[src/upec_map.vh]
// constants for the packet check block: polynomial, reset values, field layout
// assumes inclusion by the design files of this block only
`ifndef UPEC_MAP_VH
`define UPEC_MAP_VH
`define UPEC_POLY_REFL   8'hb2
`define UPEC_CRC_INIT    8'h00
`define UPEC_ADDR_RST    5'h00
`define UPEC_BIT_LAST    3'h7
`define UPEC_ST1_PEC_BIT 0
`define UPEC_ST2_UP_BIT  0
`define UPEC_ST2_DN_BIT  1
`endif

[src/upec_fifo.v]
// synchronous fifo for outgoing bytes, width and depth set by parameters
// assumes one clock and a synchronous active-high reset
`timescale 1ns/1ps
module upec_fifo #(
    parameter WIDTH = 8,
    parameter DEPTH = 8,
    parameter AW    = 3
) (
    // clock and reset
    input  wire             clock,
    input  wire             reset,
    // fill side
    input  wire             in_valid,
    output wire             in_ready,
    input  wire [WIDTH-1:0] in_data,
    // drain side
    output wire             out_valid,
    input  wire             out_ready,
    output wire [WIDTH-1:0] out_data
);
    reg [WIDTH-1:0] mem [0:DEPTH-1];
    reg [AW-1:0]    wp_r;
    reg [AW-1:0]    rp_r;
    reg [AW:0]      cnt_r;
    reg             in_ready_r;
    wire            wr_en;
    wire            rd_en;

    // registered not-full flag, so the ready output comes from a flop
    assign in_ready  = in_ready_r;
    assign out_valid = (cnt_r != {(AW+1){1'b0}});
    assign out_data  = mem[rp_r];
    assign wr_en     = in_valid & in_ready;
    assign rd_en     = out_valid & out_ready;

    always @(posedge clock) begin
        if (wr_en) begin
            mem[wp_r] <= in_data;
        end
    end

    always @(posedge clock) begin
        if (reset) begin
            wp_r  <= {AW{1'b0}};
            rp_r  <= {AW{1'b0}};
            cnt_r <= {(AW+1){1'b0}};
            in_ready_r <= 1'b1;
        end else begin
            if (wr_en) begin
                wp_r <= (wp_r == DEPTH[AW-1:0] - 1'b1) ? {AW{1'b0}} : wp_r + 1'b1;
            end
            if (rd_en) begin
                rp_r <= (rp_r == DEPTH[AW-1:0] - 1'b1) ? {AW{1'b0}} : rp_r + 1'b1;
            end
            if (wr_en & ~rd_en) begin
                cnt_r      <= cnt_r + 1'b1;
                in_ready_r <= (cnt_r != DEPTH[AW:0] - 1'b1);
            end else if (rd_en & ~wr_en) begin
                cnt_r      <= cnt_r - 1'b1;
                in_ready_r <= 1'b1;
            end
        end
    end
endmodule // upec_fifo

[src/upec_check.v]
// packet check byte engine: receive check of commands, transmit generation
// assumes bit strobes from the uart framer on the same clock; one clock domain
//
// Notes on behaviour
// - crc-8 engine with generator x^8+x^6+x^3+x^2+1, code 0xa6.
// - bytes enter the engine lsb first in link order.
// - remainder bit i is check byte bit i, both directions.
// - receive clears the engine, then feeds every command and data bit.
// - after last data bit remainder freezes, compared with trailing check byte.
// - mismatch rejects the command and sets the summary check error flag.
// - mismatch also sets the path error bit in the second status.
// - single-link setups always report on the up-path bit.
// - dual-link: up errors set up bit, down errors set down bit.
// - writes execute only when received check byte matches remainder.
// - transmit clears engine, feeds data lsb first, sends remainder lsb first.
// - read-all and single-device read carry a data-check byte.
// - after reset addresses read zero, speed and mode not detected.
// - check covers only bytes before it, not check byte or alive counter.
// - engine starts at zero per command; partial value may seed it.
// - reflected form: lsb one shifts right and xors 8'hb2.
`timescale 1ns/1ps
`include "upec_map.vh"
module upec_check #(
    parameter FIFO_DEPTH = 8,
    parameter FIFO_AW    = 3
) (
    // clock and reset
    input  wire       clock,
    input  wire       reset,
    // configuration
    input  wire       dual_link,
    input  wire       rx_from_down,
    // receive bit stream
    input  wire       rx_start,
    input  wire       rx_bit_valid,
    input  wire       rx_bit,
    input  wire       rx_data_done,
    input  wire       rx_is_write,
    input  wire       rx_alive_bit,
    // receive verdict
    output reg        rx_done,
    output reg        rx_accept,
    output reg        write_exec,
    // status, sticky
    input  wire       clear_pec_errors,
    output reg        check_error_summary,
    output reg        up_path_check_error,
    output reg        down_path_check_error,
    // link state after reset
    input  wire       speed_detected_in,
    input  wire [4:0] addr_in,
    input  wire       addr_load,
    output reg  [4:0] device_addr,
    output reg        link_detected,
    // transmit byte stream
    input  wire       tx_start,
    input  wire       tx_byte_valid,
    output wire       tx_byte_ready,
    input  wire [7:0] tx_byte,
    input  wire       tx_last,
    input  wire       tx_seed_valid,
    input  wire [7:0] tx_seed,
    output reg        tx_bit_valid,
    output reg        tx_bit,
    output reg        tx_frame_end,
    input  wire       tx_bit_ready
);
    // one-hot receive states
    localparam RX_IDLE = 3'b001;
    localparam RX_DATA = 3'b010;
    localparam RX_PEC  = 3'b100;
    // one-hot transmit states
    localparam TX_IDLE = 3'b001;
    localparam TX_DATA = 3'b010;
    localparam TX_PEC  = 3'b100;

    // bit step of the reflected engine
    function [7:0] crc_step;
        input [7:0] crc;
        input       din;
        begin
            if (crc[0] ^ din) begin
                crc_step = (crc >> 1) ^ `UPEC_POLY_REFL;
            end else begin
                crc_step = crc >> 1;
            end
        end
    endfunction

    // pin inputs pass two flops
    reg [1:0] dual_sync_r;
    reg [1:0] det_sync_r;

    // receive side
    reg [2:0] rx_st_r;
    reg [7:0] rx_crc_r;
    reg [7:0] rx_pec_r;
    reg [2:0] rx_cnt_r;
    reg       rx_write_r;
    reg       rx_path_dn_r;
    wire      rx_mismatch;
    wire      err_up_set;
    wire      err_dn_set;

    always @(posedge clock) begin
        if (reset) begin
            dual_sync_r <= 2'b00;
            det_sync_r  <= 2'b00;
        end else begin
            dual_sync_r <= {dual_sync_r[0], dual_link};
            det_sync_r  <= {det_sync_r[0], speed_detected_in};
        end
    end

    assign rx_mismatch = (rx_pec_r != rx_crc_r);

    always @(posedge clock) begin
        if (reset) begin
            rx_st_r      <= RX_IDLE;
            rx_crc_r     <= `UPEC_CRC_INIT;
            rx_pec_r     <= 8'h00;
            rx_cnt_r     <= 3'h0;
            rx_write_r   <= 1'b0;
            rx_path_dn_r <= 1'b0;
            rx_done      <= 1'b0;
            rx_accept    <= 1'b0;
            write_exec   <= 1'b0;
        end else begin
            rx_done    <= 1'b0;
            rx_accept  <= 1'b0;
            write_exec <= 1'b0;
            if (rx_start) begin
                rx_st_r      <= RX_DATA;
                rx_crc_r     <= `UPEC_CRC_INIT;
                rx_cnt_r     <= 3'h0;
                rx_write_r   <= rx_is_write;
                rx_path_dn_r <= rx_from_down;
            end else begin
                case (rx_st_r)
                    RX_IDLE: begin
                        rx_st_r <= RX_IDLE;
                    end
                    RX_DATA: begin
                        // alive counter stays out of the check
                        if (rx_bit_valid && !rx_alive_bit) begin
                            rx_crc_r <= crc_step(rx_crc_r, rx_bit);
                        end
                        if (rx_data_done) begin
                            rx_st_r  <= RX_PEC;
                            rx_cnt_r <= 3'h0;
                        end
                    end
                    RX_PEC: begin
                        // remainder frozen; check byte shifts in lsb first
                        if (rx_bit_valid) begin
                            rx_pec_r <= {rx_bit, rx_pec_r[7:1]};
                            rx_cnt_r <= rx_cnt_r + 3'h1;
                            if (rx_cnt_r == `UPEC_BIT_LAST) begin
                                rx_st_r <= RX_IDLE;
                                rx_done <= 1'b1;
                            end
                        end
                    end
                    default: begin
                        rx_st_r <= RX_IDLE;
                    end
                endcase
            end
            // verdict one cycle after last check bit lands
            if (rx_done) begin
                rx_accept  <= ~rx_mismatch;
                write_exec <= ~rx_mismatch & rx_write_r;
            end
        end
    end

    // path of a failing packet; single link always up
    assign err_up_set = rx_done & rx_mismatch &
                        (~dual_sync_r[1] | ~rx_path_dn_r);
    assign err_dn_set = rx_done & rx_mismatch &
                        dual_sync_r[1] & rx_path_dn_r;

    // set wins over a clear in the same cycle
    always @(posedge clock) begin
        if (reset) begin
            check_error_summary   <= 1'b0;
            up_path_check_error   <= 1'b0;
            down_path_check_error <= 1'b0;
        end else begin
            check_error_summary   <= (err_up_set | err_dn_set) |
                                     (check_error_summary & ~clear_pec_errors);
            up_path_check_error   <= err_up_set |
                                     (up_path_check_error & ~clear_pec_errors);
            down_path_check_error <= err_dn_set |
                                     (down_path_check_error & ~clear_pec_errors);
        end
    end

    // addresses and detection state after reset
    always @(posedge clock) begin
        if (reset) begin
            device_addr   <= `UPEC_ADDR_RST;
            link_detected <= 1'b0;
        end else begin
            if (addr_load) begin
                device_addr <= addr_in;
            end
            link_detected <= det_sync_r[1];
        end
    end

    // transmit: bytes buffered so the framer can stall the source
    wire       fq_valid;
    reg        fq_ready;
    wire [8:0] fq_data;

    upec_fifo #(
        .WIDTH (9),
        .DEPTH (FIFO_DEPTH),
        .AW    (FIFO_AW)
    ) u_fifo (
        .clock     (clock),
        .reset     (reset),
        .in_valid  (tx_byte_valid),
        .in_ready  (tx_byte_ready),
        .in_data   ({tx_last, tx_byte}),
        .out_valid (fq_valid),
        .out_ready (fq_ready),
        .out_data  (fq_data)
    );

    reg [2:0] tx_st_r;
    reg [7:0] tx_crc_r;
    reg [7:0] tx_sh_r;
    reg [2:0] tx_cnt_r;
    reg       tx_have_r;
    reg       tx_lastb_r;
    wire      tx_go;

    // a bit leaves when the framer can take one
    assign tx_go = ~tx_bit_valid | tx_bit_ready;

    always @* begin
        fq_ready = (tx_st_r == TX_DATA) && !tx_have_r;
    end

    always @(posedge clock) begin
        if (reset) begin
            tx_st_r      <= TX_IDLE;
            tx_crc_r     <= `UPEC_CRC_INIT;
            tx_sh_r      <= 8'h00;
            tx_cnt_r     <= 3'h0;
            tx_have_r    <= 1'b0;
            tx_lastb_r   <= 1'b0;
            tx_bit_valid <= 1'b0;
            tx_bit       <= 1'b0;
            tx_frame_end <= 1'b0;
        end else begin
            tx_frame_end <= 1'b0;
            if (tx_bit_valid && tx_bit_ready) begin
                tx_bit_valid <= 1'b0;
            end
            case (tx_st_r)
                TX_IDLE: begin
                    if (tx_start) begin
                        tx_st_r  <= TX_DATA;
                        // seed allows resuming a partial calculation
                        tx_crc_r <= tx_seed_valid ? tx_seed : `UPEC_CRC_INIT;
                    end
                end
                TX_DATA: begin
                    if (fq_valid && fq_ready) begin
                        tx_sh_r    <= fq_data[7:0];
                        tx_lastb_r <= fq_data[8];
                        tx_have_r  <= 1'b1;
                        tx_cnt_r   <= 3'h0;
                    end else if (tx_have_r && tx_go) begin
                        tx_bit_valid <= 1'b1;
                        tx_bit       <= tx_sh_r[0];
                        tx_crc_r     <= crc_step(tx_crc_r, tx_sh_r[0]);
                        tx_sh_r      <= tx_sh_r >> 1;
                        tx_cnt_r     <= tx_cnt_r + 3'h1;
                        if (tx_cnt_r == `UPEC_BIT_LAST) begin
                            tx_have_r <= 1'b0;
                            if (tx_lastb_r) begin
                                tx_st_r <= TX_PEC;
                            end
                        end
                    end
                end
                TX_PEC: begin
                    // remainder is shifted out lsb first as the check byte
                    if (tx_go) begin
                        tx_bit_valid <= 1'b1;
                        tx_bit       <= tx_crc_r[0];
                        tx_crc_r     <= tx_crc_r >> 1;
                        tx_cnt_r     <= tx_cnt_r + 3'h1;
                        if (tx_cnt_r == `UPEC_BIT_LAST) begin
                            tx_st_r      <= TX_IDLE;
                            tx_frame_end <= 1'b1;
                        end
                    end
                end
                default: begin
                    tx_st_r <= TX_IDLE;
                end
            endcase
        end
    end
endmodule // upec_check

[config.mk]
export PLATFORM = sky130hd
export DESIGN_NAME = upec_check
export DESIGN_NICKNAME = d
export VERILOG_FILES = /design/src/upec_fifo.v /design/src/upec_check.v
export VERILOG_INCLUDE_DIRS = /design/src
export SDC_FILE = /design/constraint.sdc
export NUM_CORES = 1
export LEC_CHECK = 0
export BUFFER_PORTS_ARGS = -buffer_cell sky130_fd_sc_hd__buf_2
export CORE_MARGIN = 5
export CORE_UTILIZATION = 60
export CTS_BUF_LIST = sky130_fd_sc_hd__clkbuf_4 sky130_fd_sc_hd__clkbuf_8
export CTS_CLUSTER_SIZE = 24
export DETAILED_ROUTE_END_ITERATION = 10
export HOLD_SLACK_MARGIN = 0.03
export PLACE_DENSITY = 0.91
export SETUP_SLACK_MARGIN = 0.02
export SLEW_MARGIN = 25
export SYNTH_ARGS = -nofsm -noshare
export SYNTH_HDL_FRONTEND = slang
export SYNTH_SLANG_ARGS = --single-unit
export TNS_END_PERCENT = 30
[constraint.sdc]
create_clock -name clock -period 6.05 [get_ports clock]
set_input_delay 1.21 -clock clock [delete_from_list [all_inputs] [get_ports clock]]
set_output_delay 1.21 -clock clock [all_outputs]
set_load 0.01 [all_outputs]
==> impl_metrics.env <==
export IMPL_power_switching_w=0.000455
export IMPL_dp_hpwl_mm=8.04
export IMPL_worstPathRequired_ns=6.38
export IMPL_drc=0
export IMPL_end_kind="flop"
export IMPL_worstPathArrival_ns=3.70
export IMPL_slew_viol_final=0
export IMPL_cp_start_kind="flop"
export IMPL_seq_power_share=0.546
export IMPL_h_tree_depth=4
export IMPL_power_density_nw_per_um2=290
export IMPL_initial_core_util=0.617
export IMPL_die_width_um=113
export IMPL_gp_congestion=0.874
export IMPL_slew_headroom=0.374
export IMPL_drtPass1Iterations=5
export IMPL_swShare=0.219
export IMPL_dieArea_um2=12800
export IMPL_area_growth_pct=12.4
export IMPL_rsz0062_at_grt="false"
export IMPL_max_freq_ghz=0.297
export IMPL_grt_pass1_wl_mm=19.8
export IMPL_synthFlopType="dfxtp_1"
export IMPL_final_min_clock_period_ns=3.36
export IMPL_wl_mm=11.9
export IMPL_synth_nets=555
export IMPL_wl_per_cell_um=16.9
export IMPL_ant_nets=0
export IMPL_cts_resized=0
export IMPL_pwr_share_comb=0.064
export IMPL_fp_row_count=37
export IMPL_yosys_warnings=0
export IMPL_coreArea_um2=10300
export IMPL_via_per_inst=5.77
export IMPL_setup_violations_final=0
export IMPL_finalWorstSetupSlack_ns=2.69
export IMPL_dp_slack_ns=2.70
export IMPL_cts_root_buf="clkbuf_8"
export IMPL_post_synth_cell_area_avg_um2=12.6
export IMPL_diodes=0
export IMPL_ys_types=56
export IMPL_grt_pass1_vias=4117
export IMPL_tightest_slew_ns=0.937
export IMPL_holdWs_ns=0.444
export IMPL_finalCritPeriodShare=0.556
export IMPL_path_clk_slew_ns=0.07
export IMPL_clock_latency_ns=0.45
export IMPL_pwr_share_clk=0.390
export IMPL_vdd_drop_max_uv=223
export IMPL_p_leak_nw=2.50
export IMPL_dpl_cell_area_um2=6720
export IMPL_clock_path_buffers=2
export IMPL_async_flop_share=0
export IMPL_p_total_w=0.00208
export IMPL_ys_seq_area_frac=0.594
export IMPL_grt_total_usage=0.200
export IMPL_crit_type="flop to flop"
export IMPL_syn_area_um2=6370
export IMPL_antenna_found_initial=0
export IMPL_outcome="completed"
export IMPL_final_setup_tns_ns=0
export IMPL_grt_overflow_total=0
export IMPL_stdcell_area_um2=7160
export IMPL_cts_made_buffers=17
export IMPL_grt_max_degree=75
export IMPL_port_buffers=54
export IMPL_hold_path_class="flop to flop"
export IMPL_syn_inst=505
export IMPL_nNetsFinal=604
export IMPL_drive_gt1_frac=0.236
export IMPL_synth_seq_cells=153
export IMPL_postCtsHoldBufs=0
export IMPL_clock_skew_ns=0.0174
export IMPL_tritoncts="done"
export IMPL_ios=55
export IMPL_maxCapViolations=0
export IMPL_first_iter_violations=443
export IMPL_finalHoldViolCount=0
export IMPL_routed_via_count=4054
export IMPL_cts_setup_buffers=0
export IMPL_crit_fanout=17
export IMPL_clock_sinks=153
export IMPL_p_int_w=0.00162
export IMPL_die_h_um=113
export IMPL_synth_enable_flop_cells=72
==> critical path, cell delays in order, from the launching register on <==
cell and delay (ns):
dfxtp_1 0.52, or3b_1 0.55, nor3_4 0.46, inv_2 0.26, ha_1 0.32, inv_1 0.11
ha_1 0.28, nand3b_1 0.10, a31oi_1 0.09, a211oi_1 0.21, mux2_2 0.36
==> per-layer routing <==
layer	share of wire	global-route usage	up-vias	wire length [um]
met1	0.41	0.243	1960	4880
met3	0.057	0.0503	17	681
met2	0.52	0.340	110	6130
met4	0.016	0.0793	0	192
li1	-	-	1967	-
met5	0	0	-	0
==> power by group through the flow <==
stage | registers (W) | logic, W | clock network, W
floorplan | 0.00115 | 0.0000953 | 0
global placement | 0.00115 | 0.000125 | 0
detailed placement | 0.00116 | 0.000132 | 0
CTS | 0.00113 | 0.000134 | 0.000832
global route | 0.00114 | 0.000148 | 0.000874
finish | 0.00113 | 0.000133 | 0.000809
==> placed cells by master (no fill, tap or decap), drive strengths merged, types with 2 or more instances in the layout <==
master / n
a211oi: 7
a21o: 2
a21oi: 21
a22oi: 2
a311oi: 14
a31oi: 3
and3b: 3
buf: 61
bufinv: 3
clkbuf: 22
clkinv: 4
clkinvlp: 3
dfxtp: 81
edfxtp: 72
ha: 11
inv: 8
mux2: 8
mux2i: 27
mux4: 18
nand2: 36
nand2b: 12
nand3: 7
nand3b: 9
nand4: 3
nor2: 49
nor2b: 8
nor3: 21
nor3b: 3
nor4: 3
nor4b: 3
o21ai: 5
o21bai: 3
or2: 3
or3b: 2
xnor2: 15
xor2: 2
==> stage by stage <==
stage / cells / utilization
2_1_floorplan: 505 / -
3_3_place_gp: 670 / 0.650
3_5_place_dp: 670 / 0.651
4_1_cts: 702 / 0.693
5_1_grt: 703 / 0.693
6_report: 703 / 0.693
==> cells in the mapped netlist, types with 2 or more instances <==
| library cell | count | share of area |
|---|---|---|
| edfxtp_1 | 72 | 0.34 |
| xor2_1 | 2 | 0.0027 |
| clkbuf_1 | 10 | 0.0059 |
| nor3_1 | 20 | 0.016 |
| nor4_1 | 2 | 0.0020 |
| buf_2 | 9 | 0.0071 |
| a22oi_1 | 2 | 0.0024 |
| ha_1 | 11 | 0.022 |
| or2_2 | 3 | 0.0029 |
| o21bai_1 | 3 | 0.0035 |
| xnor2_1 | 15 | 0.021 |
| a21oi_1 | 21 | 0.016 |
| a311oi_2 | 2 | 0.0047 |
| o21ai_0 | 5 | 0.0039 |
| dfxtp_1 | 81 | 0.25 |
| nor3b_1 | 3 | 0.0035 |
| a31oi_1 | 3 | 0.0029 |
| mux2_2 | 8 | 0.014 |
| nand3b_1 | 9 | 0.011 |
| mux2i_1 | 27 | 0.042 |
| and3b_1 | 3 | 0.0041 |
| inv_1 | 7 | 0.0041 |
| a21o_1 | 2 | 0.0024 |
| a211oi_1 | 6 | 0.0071 |
| nor4b_1 | 2 | 0.0027 |
| nor2_1 | 49 | 0.029 |
| nand4_1 | 3 | 0.0029 |
| nor2b_1 | 8 | 0.0079 |
| buf_1 | 7 | 0.0041 |
| a311oi_1 | 12 | 0.016 |
| nand3_1 | 7 | 0.0055 |
| buf_4 | 2 | 0.0024 |
| buf_6 | 3 | 0.0053 |
| nand2_1 | 36 | 0.021 |
| nand2b_1 | 12 | 0.012 |
| mux4_2 | 18 | 0.064 |
==> layout make-up <==
class                   instances  area [um^2]
repair buffers                 61          320
multi-input cells             313         2420
inverters                       8         30.0
clock buffers                  22          290
well taps                     136          170
clock inverters                10          144
fillers                       708         3160
flip-flops and latches        153         3780
==> state kept, by name, summed over array words and instances (netlist names), 2 cells and up, named ones only <==
| signal | count |
|---|---|
| u_fifo.wp_r | 3 |
| rx_pec_r | 8 |
| u_fifo.cnt_r | 4 |
| u_fifo.rp_r | 3 |
| device_addr | 5 |
| u_fifo.mem | 72 |
| tx_cnt_r | 3 |
| dual_sync_r | 2 |
| tx_st_r | 3 |
| tx_crc_r | 8 |
| rx_st_r | 3 |
| rx_cnt_r | 3 |
| tx_sh_r | 8 |
| rx_crc_r | 8 |
| det_sync_r | 2 |
==> cell families after synthesis <==
kind of cell / share of synthesized area
compound gates: 0.0754
simple gates: 0.136
fa+ha+maj: 0.0216
buf+inv: 0.0295
mux: 0.120
xor+xnor: 0.0234
flops: 0.594
==> final timing paths <==
| path | start | endpoint | slack, ns | cells after the start |
|---|---|---|---|---|
| worst min-delay path | dual_sync_r[0] | dual_sync_r[1] | 0.44 | 1 |
| worst max register to register | tx_st_r[1] | u_fifo.cnt_r[3] | 2.69 | 10 |
| worst min register to register | dual_sync_r[0] | dual_sync_r[1] | 0.44 | 1 |
| worst max-delay path | tx_st_r[1] | u_fifo.cnt_r[3] | 2.69 | 10 |
No activity file was read; power rests on OpenSTA's default activity.
